File: src/verilog/panel_defs.svh
// timing constants for the front-panel status logic
`ifndef PANEL_DEFS_SVH
`define PANEL_DEFS_SVH
`define CLK_HZ 10000000
`define SLOW_HALF_MS 1000
`define FAST_HALF_MS 500
`define SLOW_HALF_CYC ((`CLK_HZ / 1000) * `SLOW_HALF_MS)
`define FAST_HALF_CYC ((`CLK_HZ / 1000) * `FAST_HALF_MS)
`define HOLD_LIMIT_S 5
`define DEBOUNCE_MS 20
`define DEBOUNCE_CYC ((`CLK_HZ / 1000) * `DEBOUNCE_MS)
`define BEEP_MS 100
`define BEEP_TICKS 2
`define BEEP_COUNT 2
`endif

File: src/verilog/panel_pkg.sv
// types for the front-panel status logic
package panel_pkg;
	typedef enum logic [4:0] {
		BEEP_IDLE = 5'h01,
		BEEP_ON = 5'h02,
		BEEP_GAP = 5'h04,
		BEEP_DONE = 5'h08,
		BEEP_WAIT = 5'h10
	} beep_state_e;
	typedef enum logic [2:0] {
		BTN_IDLE = 3'h1,
		BTN_SHORT = 3'h2,
		BTN_LONG = 3'h4
	} btn_state_e;
endpackage

File: src/verilog/panel_status_led_relay_ctrl.sv
// front-panel leds, ready beeper, reset button timing and alarm relay
`timescale 1ns/1ps
`default_nettype none
`include "panel_defs.svh"
module panel_status_led_relay_ctrl #(
	parameter int unsigned SLOW_HALF = `SLOW_HALF_CYC,
	parameter int unsigned FAST_HALF = `FAST_HALF_CYC,
	parameter int unsigned DEBOUNCE = `DEBOUNCE_CYC
) (
	// clock and reset
	input wire logic core_clk,
	input wire logic resetn,
	// power sources
	input wire logic supply1_ok,
	input wire logic supply2_ok,
	input wire logic poe_ok,
	// system status
	input wire logic dhcp_fail,
	input wire logic ip_conflict,
	input wire logic sys_failure,
	input wire logic user_event,
	input wire logic boot_failed,
	input wire logic sys_ready,
	// wireless status
	input wire logic wireless_ok,
	input wire logic wireless_ap_role,
	input wire logic wireless_traffic,
	// wired status
	input wire logic link_100,
	input wire logic link_10,
	input wire logic wired_traffic,
	// reset button, high while pressed
	input wire logic reset_button,
	// indicators
	output logic power_indicator_ff,
	output logic fault_indicator_ff,
	output logic state_green_ff,
	output logic wireless_indicator_green_ff,
	output logic wireless_indicator_amber_ff,
	output logic wired_port_indicator_green_ff,
	output logic wired_port_indicator_amber_ff,
	output logic beeper_ff,
	// button results, one-cycle pulses
	output logic reboot_req_ff,
	output logic factory_req_ff,
	// relay coil drive, high closes the contacts
	output logic relay_energise_ff
);
	logic [23:0] slow_cnt_ff;
	logic [23:0] fast_cnt_ff;
	logic slow_tick;
	logic fast_tick;
	logic slow_phase_ff;
	logic fast_phase_ff;
	logic btn_clean;
	logic [3:0] hold_sec_ff;
	logic long_ff;
	logic nxt_fault;
	logic nxt_wl_green;
	logic nxt_wl_amber;
	logic ready_d_ff;
	logic [1:0] beep_num_ff;
	panel_pkg::beep_state_e beep_st_ff;
	panel_pkg::btn_state_e btn_st_ff;

	// half-period counter step shared by the slow and fast counters
	function automatic logic [23:0] step_cnt(input logic [23:0] c,
			input int unsigned half);
		step_cnt = (c >= 24'(half - 1)) ? 24'h000000 : c + 24'h000001;
	endfunction

	assign slow_tick = (slow_cnt_ff == 24'(SLOW_HALF - 1));
	assign fast_tick = (fast_cnt_ff == 24'(FAST_HALF - 1));

	// separate slow and fast counters; each phase toggles at its half period
	always_ff @(posedge core_clk or negedge resetn) begin
		if (!resetn) begin
			slow_cnt_ff <= 24'h000000;
			fast_cnt_ff <= 24'h000000;
			slow_phase_ff <= 1'b0;
			fast_phase_ff <= 1'b0;
		end else begin
			slow_cnt_ff <= step_cnt(slow_cnt_ff, SLOW_HALF);
			fast_cnt_ff <= step_cnt(fast_cnt_ff, FAST_HALF);
			if (slow_tick) begin
				slow_phase_ff <= ~slow_phase_ff;
			end
			if (fast_tick) begin
				fast_phase_ff <= ~fast_phase_ff;
			end
		end
	end

	// fault source priority: boot, conflict, server, failure
	always_comb begin
		if (boot_failed) begin
			nxt_fault = slow_phase_ff;
		end else if (ip_conflict) begin
			nxt_fault = fast_phase_ff;
		end else if (dhcp_fail) begin
			nxt_fault = slow_phase_ff;
		end else if (sys_failure || user_event) begin
			nxt_fault = 1'b1;
		end else begin
			nxt_fault = 1'b0;
		end
	end

	// wireless colour by role, blink with traffic
	always_comb begin
		nxt_wl_green = 1'b0;
		nxt_wl_amber = 1'b0;
		if (boot_failed) begin
			nxt_wl_green = slow_phase_ff;
		end else if (wireless_ok) begin
			if (wireless_ap_role) begin
				nxt_wl_amber = wireless_traffic ? fast_phase_ff : 1'b1;
			end else begin
				nxt_wl_green = wireless_traffic ? fast_phase_ff : 1'b1;
			end
		end
	end

	// registered indicator drive
	always_ff @(posedge core_clk or negedge resetn) begin
		if (!resetn) begin
			power_indicator_ff <= 1'b0;
			fault_indicator_ff <= 1'b0;
			state_green_ff <= 1'b0;
			wireless_indicator_green_ff <= 1'b0;
			wireless_indicator_amber_ff <= 1'b0;
			wired_port_indicator_green_ff <= 1'b0;
			wired_port_indicator_amber_ff <= 1'b0;
		end else begin
			power_indicator_ff <= supply1_ok | supply2_ok | poe_ok;
			fault_indicator_ff <= nxt_fault;
			if (boot_failed) begin
				state_green_ff <= slow_phase_ff;
			end else if (long_ff) begin
				state_green_ff <= fast_phase_ff;
			end else begin
				state_green_ff <= 1'b0;
			end
			wireless_indicator_green_ff <= nxt_wl_green;
			wireless_indicator_amber_ff <= nxt_wl_amber;
			// 100 Mbit wins if both flags were ever raised together
			wired_port_indicator_green_ff <= link_100 &
				(wired_traffic ? fast_phase_ff : 1'b1);
			wired_port_indicator_amber_ff <= link_10 & ~link_100 &
				(wired_traffic ? fast_phase_ff : 1'b1);
		end
	end

	// relay: energised only when powered and quiet
	always_ff @(posedge core_clk or negedge resetn) begin
		if (!resetn) begin
			relay_energise_ff <= 1'b0;
		end else begin
			relay_energise_ff <= (supply1_ok | supply2_ok | poe_ok) &
				~(sys_failure | user_event);
		end
	end

	panel_debounce #(
		.STABLE_CYC(DEBOUNCE)
	) u_debounce (
		.core_clk(core_clk),
		.resetn(resetn),
		.raw_in(reset_button),
		.clean_ff(btn_clean)
	);

	// hold timer in whole seconds of the shared slow base
	always_ff @(posedge core_clk or negedge resetn) begin
		if (!resetn) begin
			btn_st_ff <= panel_pkg::BTN_IDLE;
			hold_sec_ff <= 4'h0;
			long_ff <= 1'b0;
			reboot_req_ff <= 1'b0;
			factory_req_ff <= 1'b0;
		end else begin
			reboot_req_ff <= 1'b0;
			factory_req_ff <= 1'b0;
			case (btn_st_ff)
				panel_pkg::BTN_IDLE: begin
					hold_sec_ff <= 4'h0;
					long_ff <= 1'b0;
					if (btn_clean) begin
						btn_st_ff <= panel_pkg::BTN_SHORT;
					end
				end
				panel_pkg::BTN_SHORT: begin
					if (!btn_clean) begin
						reboot_req_ff <= 1'b1;
						btn_st_ff <= panel_pkg::BTN_IDLE;
					end else if (slow_tick) begin
						// first second may be partial: one tick more
						// keeps the long hold beyond five seconds
						if (hold_sec_ff == 4'(`HOLD_LIMIT_S)) begin
							long_ff <= 1'b1;
							btn_st_ff <= panel_pkg::BTN_LONG;
						end else begin
							hold_sec_ff <= hold_sec_ff + 4'h1;
						end
					end
				end
				panel_pkg::BTN_LONG: begin
					if (!btn_clean) begin
						factory_req_ff <= 1'b1;
						long_ff <= 1'b0;
						btn_st_ff <= panel_pkg::BTN_IDLE;
					end
				end
				default: begin
					btn_st_ff <= panel_pkg::BTN_IDLE;
				end
			endcase
		end
	end

	// two short beeps on the rising edge of ready
	always_ff @(posedge core_clk or negedge resetn) begin
		if (!resetn) begin
			ready_d_ff <= 1'b0;
			beep_st_ff <= panel_pkg::BEEP_IDLE;
			beep_num_ff <= 2'h0;
			beeper_ff <= 1'b0;
		end else begin
			ready_d_ff <= sys_ready;
			case (beep_st_ff)
				panel_pkg::BEEP_IDLE: begin
					beep_num_ff <= 2'h0;
					if (sys_ready && !ready_d_ff) begin
						beep_st_ff <= panel_pkg::BEEP_WAIT;
					end
				end
				panel_pkg::BEEP_WAIT: begin
					// align to the fast base for equal beep lengths
					if (fast_tick) begin
						beeper_ff <= 1'b1;
						beep_st_ff <= panel_pkg::BEEP_ON;
					end
				end
				panel_pkg::BEEP_ON: begin
					if (fast_tick) begin
						beeper_ff <= 1'b0;
						beep_num_ff <= beep_num_ff + 2'h1;
						beep_st_ff <= panel_pkg::BEEP_GAP;
					end
				end
				panel_pkg::BEEP_GAP: begin
					if (fast_tick) begin
						if (beep_num_ff == 2'(`BEEP_COUNT)) begin
							beep_st_ff <= panel_pkg::BEEP_DONE;
						end else begin
							beeper_ff <= 1'b1;
							beep_st_ff <= panel_pkg::BEEP_ON;
						end
					end
				end
				panel_pkg::BEEP_DONE: begin
					// rearm only after ready drops
					if (!sys_ready) begin
						beep_st_ff <= panel_pkg::BEEP_IDLE;
					end
				end
				default: begin
					beep_st_ff <= panel_pkg::BEEP_IDLE;
				end
			endcase
		end
	end
endmodule
`default_nettype wire

File: src/verilog/panel_debounce.sv
// debounce filter for the reset button
`timescale 1ns/1ps
`default_nettype none
`include "panel_defs.svh"
module panel_debounce #(
	parameter int unsigned STABLE_CYC = `DEBOUNCE_CYC
) (
	// clock and reset
	input wire logic core_clk,
	input wire logic resetn,
	// raw and filtered level
	input wire logic raw_in,
	output logic clean_ff
);
	logic [17:0] cnt_ff;
	// accept a new level only after it has held steady
	always_ff @(posedge core_clk or negedge resetn) begin
		if (!resetn) begin
			cnt_ff <= 18'h00000;
			clean_ff <= 1'b0;
		end else if (raw_in == clean_ff) begin
			cnt_ff <= 18'h00000;
		end else if (cnt_ff >= 18'(STABLE_CYC - 1)) begin
			cnt_ff <= 18'h00000;
			clean_ff <= raw_in;
		end else begin
			cnt_ff <= cnt_ff + 18'h00001;
		end
	end
endmodule
`default_nettype wire

File: config.mk
export PLATFORM = sky130hd
export DESIGN_NAME = panel_status_led_relay_ctrl
export DESIGN_NICKNAME = d
export VERILOG_FILES = /design/src/verilog/panel_pkg.sv /design/src/verilog/panel_status_led_relay_ctrl.sv /design/src/verilog/panel_debounce.sv
export VERILOG_INCLUDE_DIRS = /design/src /design/src/verilog
export SDC_FILE = /design/constraint.sdc
export NUM_CORES = 1
export LEC_CHECK = 0
export ABC_AREA = 1
export BUFFER_PORTS_ARGS = -buffer_cell sky130_fd_sc_hd__buf_2
export CORE_UTILIZATION = 65
export DETAILED_ROUTE_END_ITERATION = 6
export PLACE_DENSITY = 0.81
export SLEW_MARGIN = 15
export SYNTH_ARGS = -nofsm -noshare
export SYNTH_HDL_FRONTEND = slang
export SYNTH_SLANG_ARGS = --single-unit
File: constraint.sdc
create_clock -name core_clk -period 4.7 [get_ports core_clk]
set_input_delay 0.94 -clock core_clk [delete_from_list [all_inputs] [get_ports core_clk]]
set_output_delay 0.94 -clock core_clk [all_outputs]
set_load 0.01 [all_outputs]
### Word-level counts from Yosys, hierarchy flattened

Index checks and enable logic that the tools add are counted.

| operators by class | value |
|---|---|
| add/sub/neg operators | 5 |
| magnitude comparators | 3 |
| equal/unequal tests | 27 |
| mux-type cells | 50 |
| bitwise operators | 12 |
| reduce and logical (&&, ||, !) cells | 14 |

Operator list:

| kind | count |
|---|---|
| adder 24 x 1 -> 24 bit, second input constant | 2 |
| 2-to-1 mux 24 bit | 2 |
| 2-to-1 mux 18 bit | 2 |
| 2-to-1 mux 1 bit | 25 |
| 2-to-1 mux 5 bit | 5 |
| one-hot mux 5 bit (5 select lines) | 1 |
| equality test 24 x 23 -> 1 bit, second input constant | 1 |
| equality test 24 bit, second input constant | 1 |
| >= comparator 24 x 23 -> 1 bit, second input constant | 1 |
| >= comparator 24 bit, second input constant | 1 |
| inequality test 2 bit, second input constant | 10 |
| adder 18 x 1 -> 18 bit, second input constant | 1 |
| >= comparator 18 bit, second input constant | 1 |
| 2-to-1 mux 4 bit | 4 |
| 2-to-1 mux 3 bit | 5 |
| AND reduction 5 bit | 3 |
| one-hot mux 3 bit (3 select lines) | 1 |
| one-hot mux 4 bit (2 select lines) | 1 |
| AND reduction 4 bit | 2 |
| inequality test 3 bit, second input constant | 2 |
| one-hot mux 1 bit (3 select lines) | 2 |
| nonzero test 3 bit | 2 |
| equality test 5 x 1 -> 1 bit, second input constant | 1 |
| equality test 5 x 2 -> 1 bit, second input constant | 1 |
| other kinds (22) | 34 |

| word-level totals | value |
|---|---|
| register bits | 96 |
| bits of input ports | 18 |
| word-level logic and storage cells | 134 |

### Longest topological paths before layout

Gate-level depths: netlist of the first run.

| depth | value |
|---|---|
| depth in word-level cells | 5 |
| gate-level depth with buffers | 10 |
| depth with buffers taken out | 10 |

### Cells and area by module

A second synthesis of the first run with hierarchy kept.

| unflattened totals | value |
|---|---|
| cells, all modules | 743 |
| area, all modules | 5577.8 µm² |

By module, submodules not included:

| module | instances | cells each | area each (µm²) | seq. area each (µm²) |
|---|---|---|---|---|
| panel_status_led_relay_ctrl | 1 | 600 | 4444.3 | 1929.4 |
| panel_debounce | 1 | 143 | 1133.6 | 475.5 |

### Worst setup path after synthesis of the first run

OpenSTA, ideal clock, no wires.

| timing path | value |
|---|---|
| path type | input-to-reg |
| start point | input port reset_button |
| end point | register u_debounce.cnt_ff[16] |
| data arrival time | 1541 ps |
| required time | 4629 ps |
| setup slack | 3088 ps |
| stages | 4 |
| path through | xor2_1 > nand3_2 > buf_6 > nor2_1 |

| between the ends | value |
|---|---|
| longest elaborated chain between the ends | 2 |

Ends and longest elaborated chain:

| element | line | RTL |
|---|---|---|
| start, declared | panel_status_led_relay_ctrl.sv:33 | `input wire logic reset_button,` |
| equality test 1 bit | panel_debounce.sv:21 | `end else if (raw_in == clean_ff) begin` |
| 2-to-1 mux 18 bit | panel_debounce.sv:21 |  |
| end signal, assigned | panel_debounce.sv:27 | `cnt_ff <= cnt_ff + 18'h00001;` |
| end, declared | panel_debounce.sv:15 | `logic [17:0] cnt_ff;` |

Every way passes these cells.
A chain may end at the register's enable or synchronous reset.

### Worst setup path in the final report of the first run

| timing path | value |
|---|---|
| start point | register beeper_ff |
| end point | output port beeper_ff |

RTL lines:

| element | line | RTL |
|---|---|---|
| start, declared | panel_status_led_relay_ctrl.sv:42 | `output logic beeper_ff,` |
| start signal, assigned | panel_status_led_relay_ctrl.sv:227 | `beeper_ff <= 1'b0;` |
| start signal, assigned | panel_status_led_relay_ctrl.sv:240 | `beeper_ff <= 1'b1;` |
| start signal, assigned | panel_status_led_relay_ctrl.sv:246 | `beeper_ff <= 1'b0;` |

No word-level cell between the ends.

==> flow_results.org, run 1 <==
** Min path
- Hold Path Sink :: factory_req_ff$_DFF_PN0_
- The startpoint identified for the worst hold timing path is btn_st_ff[1]$_DFFE_PN0P_.
- Min-delay worst type :: reg -> reg
- Counting instances, the worst hold path has a depth of 1.

** Detailed routing
- After detailed routing, the total wire length is approximately 11000 µm.
- Length of routed wiring on met1 :: a little over 5000 µm
- Sum of met3 wire segment lengths after detailed routing :: 404 µm
- Once detail routing completed, the nets flagged for antenna violations numbered 0.
- Dividing the detail-routed wire length by the instance count gives around 13 µm.
- The routed layout has between 4000 and 5000 vias.
- Average vias per placed instance :: around 5.2
- Remaining routing DRC violations :: 0
- Summed over all nets, wire length on met2 after detailed routing comes to about 5400 µm.
- For this run, the detailed router's first-pass iteration total came to 4.
- DRC violation total after the first TritonRoute iteration :: around 200
- Routed signal wires occupy layers up through met4.

** Timing
- Unrepaired setup endpoints after global routing :: false
- For the final database, setup skew stands at between 0.01 and 0.015 ns.
- Remaining max-slew budget at the tightest pin :: approximately half
- Hold Violations, Final :: 0
- Minimum period implied by the final worst setup slack :: between 1.5 and 2 ns
- For the pin with the worst max-slew slack, the measured transition is ~0.77 ns.
- Dividing the final minimum period by the clock period gives between 30% and 40%.
- Fin. max-slew vios :: 0
- Final setup fails :: 0
- Summed over all failing endpoints, the final setup total negative slack is 0 ns.
- Maximum achievable frequency :: about 0.54 GHz

** CTS
- In this run, post-CTS repair resized a total of 0 instances.
- Post-CTS setup buffers :: 0
- Hold_buf cts :: 0
- Clock-pin slew was measured on the worst setup and hold paths at 0.11 ns.
- CTS placed an instance of sky130_fd_sc_hd__clkbuf_8 at the clock tree root.
- Worst-case clock buffer depth :: 2
- Clock latency on the worst-skew pair, taken at its later pin, is approximately 0.37 ns.
- The H-tree was split into 3 levels.
- Clock sink total :: 96
- CTS Buf Count :: 9
- Clock tree from TritonCTS :: built

** Yosys
- Sequential area share after synthesis :: between 40 and 50%
- Top cells by count, synth :: sky130_fd_sc_hd__nand2_1 (184), sky130_fd_sc_hd__nor2_1 (156), sky130_fd_sc_hd__dfrtp_1 (94), sky130_fd_sc_hd__inv_1 (86), sky130_fd_sc_hd__nand3_1 (49)
- The netlist uses 36 different library cells.
- Flops & latches, synth :: 96
- In the post-synthesis netlist, the cell with the most instances is sky130_fd_sc_hd__nand2_1.
- Yosys warnings :: 0
- For this run, the leading register cell type out of synthesis is sky130_fd_sc_hd__dfrtp_1.
- Number of instances in the synthesized netlist :: between 700 and 800
- Averaged over all synthesized cells, the footprint is approximately 7.4 µm².
- In the post-synthesis netlist, the biggest area contributors are sky130_fd_sc_hd__dfrtp_1 (43%), sky130_fd_sc_hd__nand2_1 (13%), sky130_fd_sc_hd__nor2_1 (11%).
- Post-Syn Area :: around 5500 µm²
- Of all cell types, the one taking the most synthesized area is sky130_fd_sc_hd__dfrtp_1.
- Net count of the mapped netlist :: 767
- After synthesis, the largest area contributor takes up 42.6% of total cell area.
- In the synthesized netlist the async set-or-reset flop fraction comes to 100%.
- The synthesized design contains 0 enable-type register cells.

** Layout
- Cells fill a little under three quarters of the core in the end.
- Count of inserted antenna diode cells :: 0
- Final instance area :: slightly below 6000 µm²
- Fraction of final layout cells sized beyond drive strength 1 :: about an eighth
- Synthesis-to-layout area growth :: 7.19%
- The net count of the finished layout is roughly 800.

** Floorplan
- Area of the core region :: a little over 8000 µm²
- Once the floorplan was initialized, standard cells occupied between 60% and 70% of the core.
- From left edge to right edge, the die measures between 90 and 100 µm.
- I/O pin count :: 29
- The initialized floorplan defines 33 standard-cell rows.
- The die is 94.1 µm tall.
- Area of the die :: roughly 8900 µm²

** Job
- Across the run, the number of max-cap violations was 0.

** Pwr
- The worst-case IR drop observed on VDD is 140 µV.
- PD cells :: between 200 and 300 nW/µm²
- After layout, the design draws a total of 1.53 mW.
- Static leakage power :: 2.78 nW

** Global route
- Overflow left after global routing :: 0
- The first global-routing pass estimated approximately 19000 µm of wire.
- Global routing consumed, over all layers together, between 20% and 30% of the routing resources.
- Via count of the first global-routing pass :: about 4500
- Maximum number of pins on one net before global-route repair :: between 60 and 70
- The number of antenna violations at the first check in global routing came to 0.

** Worst setup path
- The worst setup path is launched from a flop.
- Kind of capture point of the worst setup path :: output port
- At the worst endpoint, the arrival time is between 0.9 and 1 ns.
- Worst reg2reg startpoint :: slow_cnt_ff[0]$_DFF_PN0_
- For the worst setup path, the data required time is approximately 3.8 ns.
- Of all nets on the critical path, the largest fanout is 2.
- Number of cell instances on the worst register-to-register path :: 8
- Slowest CP cell :: sky130_fd_sc_hd__dfrtp_1
- Together, buffers and inverters on the worst path number 1.
- For this run, the slowest stage of the critical path takes ~0.4 ns.
- In this design, the largest share of critical-path delay is due to flip-flops.
- The setup path with the least slack is of type reg -> out.
- The setup check on the worst reg-to-reg path leaves a slack of 2.87 ns.
- List of cells traversed by the critical path :: buf_2
- Worst reg2reg endpoint :: slow_cnt_ff[19]$_DFF_PN0_

** Placement
- The wire-length estimate of the detail-placed layout is 8190 µm.
- At the end of routability-driven placement, the weighted congestion stood at 0.902.
- Port buffering added 28 buffers.
- Summing all placed instances gives a cell area of around 5700 µm².

** Outcome
- The flow ran to the end, and the final reports show no timing, DRC or antenna violations.
==> kinds of logic (layout without fill, tap and decap cells) <==
kind of cell               after synthesis  count (layout)  synth area share [%]
AOI/OAI and AO/OA                       32              32                  3.15
xor gates and xnor gates                45              45                  7.14
adders and majority gates                6               6                  1.36
buffers and inverters                  100             137                  7.73
and+or+nand+nor                        463             463                  36.9
DFF                                     96              96                  43.6
other                                    1               1                0.0680
==> worst max-delay path by stage <==
stage	start	end	slack [ns]	depth (start not counted)
finish	beeper_ff$_DFFE_PN0P_	beeper_ff	2.85	1
global route	fast_cnt_ff[0]$_DFF_PN0_	fast_cnt_ff[2]$_DFF_PN0_	2.69	6
CTS	slow_cnt_ff[0]$_DFF_PN0_	slow_cnt_ff[19]$_DFF_PN0_	2.83	8
detailed placement	resetn	beep_st_ff[0]$_DFFE_PN1P_	2.61	2
global placement	resetn	beep_st_ff[0]$_DFFE_PN1P_	2.67	2
floorplan	reset_button	u_debounce.cnt_ff[16]$_DFF_PN0_	3.09	4
==> layout make-up <==
class / count / area (µm²)
tap: 105 / 131
timing repair buffer: 29 / 150
clock inverter: 7 / 72.6
clock buffer: 9 / 124
fill: 663 / 2300
multi-input combinational: 547 / 2690
inverter: 92 / 345
sequential: 96 / 2400
==> layout by cell type, fill, tap and decap left out, types with 2 or more instances in the layout <==
| cell type | synthesis | routed |
|---|---|---|
| sky130_fd_sc_hd__nand2_4 | 2 | 2 |
| sky130_fd_sc_hd__buf_4 | 2 | 2 |
| sky130_fd_sc_hd__xor2_1 | 33 | 33 |
| sky130_fd_sc_hd__nor2_1 | 156 | 156 |
| sky130_fd_sc_hd__o31ai_1 | 3 | 3 |
| sky130_fd_sc_hd__nand3_4 | 2 | 2 |
| sky130_fd_sc_hd__dfstp_2 | 2 | 2 |
| sky130_fd_sc_hd__nor2_4 | 3 | 3 |
| sky130_fd_sc_hd__nor2_2 | 25 | 25 |
| sky130_fd_sc_hd__nand2_2 | 3 | 3 |
| sky130_fd_sc_hd__nand4_1 | 15 | 15 |
| sky130_fd_sc_hd__clkinv_4 | 0 | 2 |
| sky130_fd_sc_hd__a21oi_1 | 9 | 9 |
| sky130_fd_sc_hd__o21ai_1 | 3 | 3 |
| sky130_fd_sc_hd__nand3b_1 | 2 | 2 |
| sky130_fd_sc_hd__inv_2 | 5 | 5 |
| sky130_fd_sc_hd__inv_1 | 86 | 86 |
| sky130_fd_sc_hd__buf_2 | 3 | 27 |
| sky130_fd_sc_hd__nand3_2 | 4 | 4 |
| sky130_fd_sc_hd__ha_1 | 6 | 6 |
| sky130_fd_sc_hd__o21ai_0 | 15 | 15 |
| sky130_fd_sc_hd__nor3_1 | 13 | 13 |
| sky130_fd_sc_hd__xnor2_1 | 12 | 12 |
| sky130_fd_sc_hd__nand3_1 | 49 | 49 |
| sky130_fd_sc_hd__inv_8 | 0 | 2 |
| sky130_fd_sc_hd__nand2_1 | 184 | 184 |
| sky130_fd_sc_hd__clkbuf_8 | 0 | 9 |
| sky130_fd_sc_hd__dfrtp_1 | 94 | 94 |
==> flip-flops by register name, summed over array words and instances (netlist names), 2 cells and up <==
name / flops
fast_cnt_ff: 24
slow_cnt_ff: 24
u_debounce.cnt_ff: 18
beep_st_ff: 5
hold_sec_ff: 4
btn_st_ff: 3
beep_num_ff: 2
==> report_power, final <==
part           switching, mW  total (mW)  internal [mW]
clock                  0.330       0.538          0.208
sequential            0.0148       0.864          0.849
combinational         0.0900       0.130         0.0404
total                  0.435        1.53           1.10
==> metrics by stage <==
stage,cells,setup slack [ns],hold WS [ns]
6_report,885,2.85,0.504
5_1_grt,885,2.69,0.543
4_1_cts,885,2.83,0.499
3_5_place_dp,869,2.61,0.471
3_3_place_gp,869,2.67,0.459
2_1_floorplan,743,3.09,0.433
==> per-layer routing <==
metal / GRT usage, % / up-vias
met5: 0 / -
li1: - / 2370
met4: 11.0 / 0
met3: 3.24 / 17
met2: 47.0 / 111
met1: 33.6 / 2134
No activity file was read; power rests on OpenSTA's default activity.
==> run 2, diff against run 1 <==
CORE_UTILIZATION = 56   (was 65)
PLACE_DENSITY = 0.74   (was 0.81)
clock period = 1.7 ns   (was 4.7 ns; I/O delays follow)
==> run 2 against run 1 <==
Net effect:
- global-route usage decreased by 2.4 points
- register-to-register slack got worse by 2.8 ns
- sequential share of layout area down 1.8 points
- routed wire length up 4.4%
- largest power group unchanged
==> flow_results.org, run 2 (synthesized netlist as in run 1, its figures left out) <==
** Outcome
- Run status :: completed (unchanged)

** Timing
- The final count of negative-setup-slack endpoints came to 0 (unchanged).
- The number of pins with negative max-slew slack in the final report was 0 (unchanged).
- Period utilisation layout :: between 90% and 100%
- Hold Violations, Final :: 0 (unchanged)
- The clock skew after layout is 0.0167 ns (was 0.0134 ns).
- The routed design could run at a clock period as short as roughly 1.6 ns.
- Derived from the worst setup path, the maximum achievable clock frequency is between 0.6 and 0.7 GHz.
- Unrepaired setup endpoints after global routing: true (was false).

** Detailed routing
- The routed length per instance is 12.4 µm (was 12.5 µm).
- Remaining routing DRC violations :: 0 (unchanged)
- Remaining number of nets flagged by the antenna check after routing :: 0 (unchanged)
- The number of violations reported at the end of detailed-routing iteration 0 is 189 (was 204).
- Aggregate routed wire length :: 11600 µm (was 11100 µm)
- The total via count after detailed routing was 4762 (was 4632).
- Drt first pass iters :: 6 (was 4)
- Average vias per placed instance :: 5.11 (was 5.23)

** Global route
- Global-route wire length before repair :: 19800 µm (was 18800 µm)
- Global-route usage over all layers :: 24.4% (was 26.9%)
- Maximum number of pins on one net before global-route repair :: 37 (was 62)
- The number of antenna violations at the first check in global routing came to 0 (unchanged).
- Via count of the first global-routing pass :: 4552 (was 4529)
- Overflow left after global routing :: 0 (unchanged)

** Layout
- Top Registers: fast_cnt_ff x24, slow_cnt_ff x24, u_debounce.cnt_ff x18 (unchanged).
- The sequential cell area is 2400 µm² (unchanged).
- Count of inserted antenna diode cells :: 0 (unchanged)
- Most used cells in the layout excluding fill and tap cells :: sky130_fd_sc_hd__nand2_1 (184), sky130_fd_sc_hd__nor2_1 (156), sky130_fd_sc_hd__dfrtp_1 (94) (unchanged)
- The number of nets in the layout is 821 (was 799).
- Synthesis-to-layout area growth :: 12.2% (was 7.19%)
- Area used by multi-input combinational logic :: 2720 µm² (was 2690 µm²)
- The fill cell instance count of the final layout came to 816 (was 663).
- Final instance area :: 6190 µm² (was 5910 µm²)
- The most frequent standard cell in the layout excluding fill and tap cells was sky130_fd_sc_hd__nand2_1 (unchanged).
- Fraction of final layout cells sized beyond drive strength 1 :: 14.2% (was 11.9%)
- The post-route non-filler standard cell count came to 931 (was 885).

** Placement
- The placer congestion estimate was 0.939 (was 0.902).
- Buffers on Ports :: 28 (unchanged)
- Final HPWL DP :: 8550 µm (was 8190 µm)
- Area post-placement :: 5890 µm² (was 5720 µm²)
- Instance count after placement with tap cells included :: 907 (was 869)

** Floorplan
- The I/O pin count is 29 (unchanged).
- Die Height :: 101 µm (was 94.1 µm)
- The die width came to 101 µm (was 94.1 µm).
- The area of the core was 9370 µm² (was 8220 µm²).
- Initial Util :: 58.9% (was 67.1%)
- Area of the die :: 10300 µm² (was 8860 µm²)
- Std-Cell Rows :: 35 (was 33)

** Pwr
- The switching portion of total power came to 28.7% (was 28.4%).
- Static leakage power :: 2.93 nW (was 2.78 nW)
- The part of the power in registers is 54.8% (was 56.4%).
- Cell internal power dissipation :: 3.10 mW (was 1.10 mW)
- Proportion of power drawn by the clock network :: 35.7% (was 35.1%)
- Power after layout :: 4.34 mW (was 1.53 mW)
- The power share of the combinational group came to 9.5% (was 8.5%).
- Sw power :: 1.25 mW (was 435 µW)
- The power per standard cell area is 702 nW/µm² (was 259 nW/µm²).
- The largest voltage drop on the vdd net is 440 µV (was 140 µV).

** Min path
- The class of the tightest hold or removal check is in -> reg (was reg -> reg).

** CTS
- The level count of the clock H-tree is 3 (unchanged).
- The TritonCTS clock tree was built (unchanged).
- The post-CTS clock slew at the launch and capture registers of the worst setup and hold paths was 0.11 ns (about the same).
- Worst-case clock buffer depth :: 2 (unchanged)
- The root cell of the clock tree was sky130_fd_sc_hd__clkbuf_8 (unchanged).
- The number of sinks handled by clock tree synthesis came to 96 (unchanged).
- Insertion delay to the later sink of the worst-skew pair :: 0.39 ns (was 0.37 ns)
- CTS Buf Count :: 9 (unchanged)

** Worst setup path
- Arrival time reported for the critical path endpoint :: 1.88 ns (was 0.91 ns)
- The kind of critical path was reg -> reg (was reg -> out).
- Kind of capture point of the worst setup path :: flop (was output port)
- The data required time at the worst endpoint is 1.96 ns (was 3.76 ns).
- The maximum fanout count along the critical path came to 12 (was 2).
- The setup slack of the most critical reg-to-reg path is 0.09 ns (was 2.87 ns).
- The kind of start point of the critical path was a flop (unchanged).

** Job
- The number of max-cap violations came to 0 (unchanged).
## run 2: final timing paths
kind,start,depth (start not counted),endpoint
max,slow_cnt_ff[15]$_DFF_PN0_,5,slow_cnt_ff[21]$_DFF_PN0_
min,sys_ready,1,ready_d_ff$_DFF_PN0_
max reg2reg,slow_cnt_ff[15]$_DFF_PN0_,5,slow_cnt_ff[21]$_DFF_PN0_
min reg2reg,btn_st_ff[1]$_DFFE_PN0P_,1,factory_req_ff$_DFF_PN0_
max in group asynchronous,resetn,3,slow_cnt_ff[14]$_DFF_PN0_
min in group asynchronous,resetn,2,wireless_indicator_amber_ff$_DFF_PN0_
## run 2: stage by stage
stage	util (%)	hold WS [ns]	worst slack (ns)	setup TNS, ns
finish	66.0	0.0872	0.0854	0
global route	66.0	0.0713	-0.00967	-0.00967
CTS	65.2	0.0728	0.00838	0
detailed placement	62.8	0.317	-0.0190	-0.0264
global placement	62.8	0.314	0.0735	0
floorplan	-	0.0444	0.150	0
## run 2: power groups by stage
| stage | Combinational, mW | Clock, mW | Sequential (mW) |
|---|---|---|---|
| 6_report | 0.413 | 1.55 | 2.38 |
| 5_1_grt | 0.480 | 1.69 | 2.39 |
| 4_1_cts | 0.410 | 1.60 | 2.39 |
| 3_5_place_dp | 0.406 | 0 | 2.43 |
| 3_3_place_gp | 0.389 | 0 | 2.43 |
| 2_1_floorplan | 0.234 | 0 | 2.43 |
## run 2: layer usage
metal	part of all wire, %	routed length (µm)	global-route usage (%)
met1	46	5350	31.7
met2	49	5610	41.5
met3	3.1	359	3.17
met4	2.1	241	10.0
met5	0	0	0
## run 2: final cells by class
| type | instances | share of cell area [%] |
|---|---|---|
| clock inverter | 7 | 1.35 |
| inverter | 92 | 5.58 |
| sequential | 96 | 38.9 |
| timing repair buffer | 50 | 5.62 |
| clock buffer | 9 | 2.00 |
| multi-input combinational | 548 | 44.0 |
| tap | 129 | 2.61 |
## run 2: critical path: stages (launching register included)
cell and delay (ns):
sky130_fd_sc_hd__dfrtp_1 0.51, sky130_fd_sc_hd__nand3_1 0.16, sky130_fd_sc_hd__nor2_1 0.30, sky130_fd_sc_hd__nand3_2 0.18
sky130_fd_sc_hd__nand3_4 0.25, sky130_fd_sc_hd__nor2_1 0.09
## run 2: timing repair
item,4_1_cts,5_1_grt
hold endpoints to repair,28,0
cloned,0,1
hold buffers,1,0
pin swaps,0,3
setup endpoints to repair,12,45
setup buffers,0,6
gates resized for setup,1,4
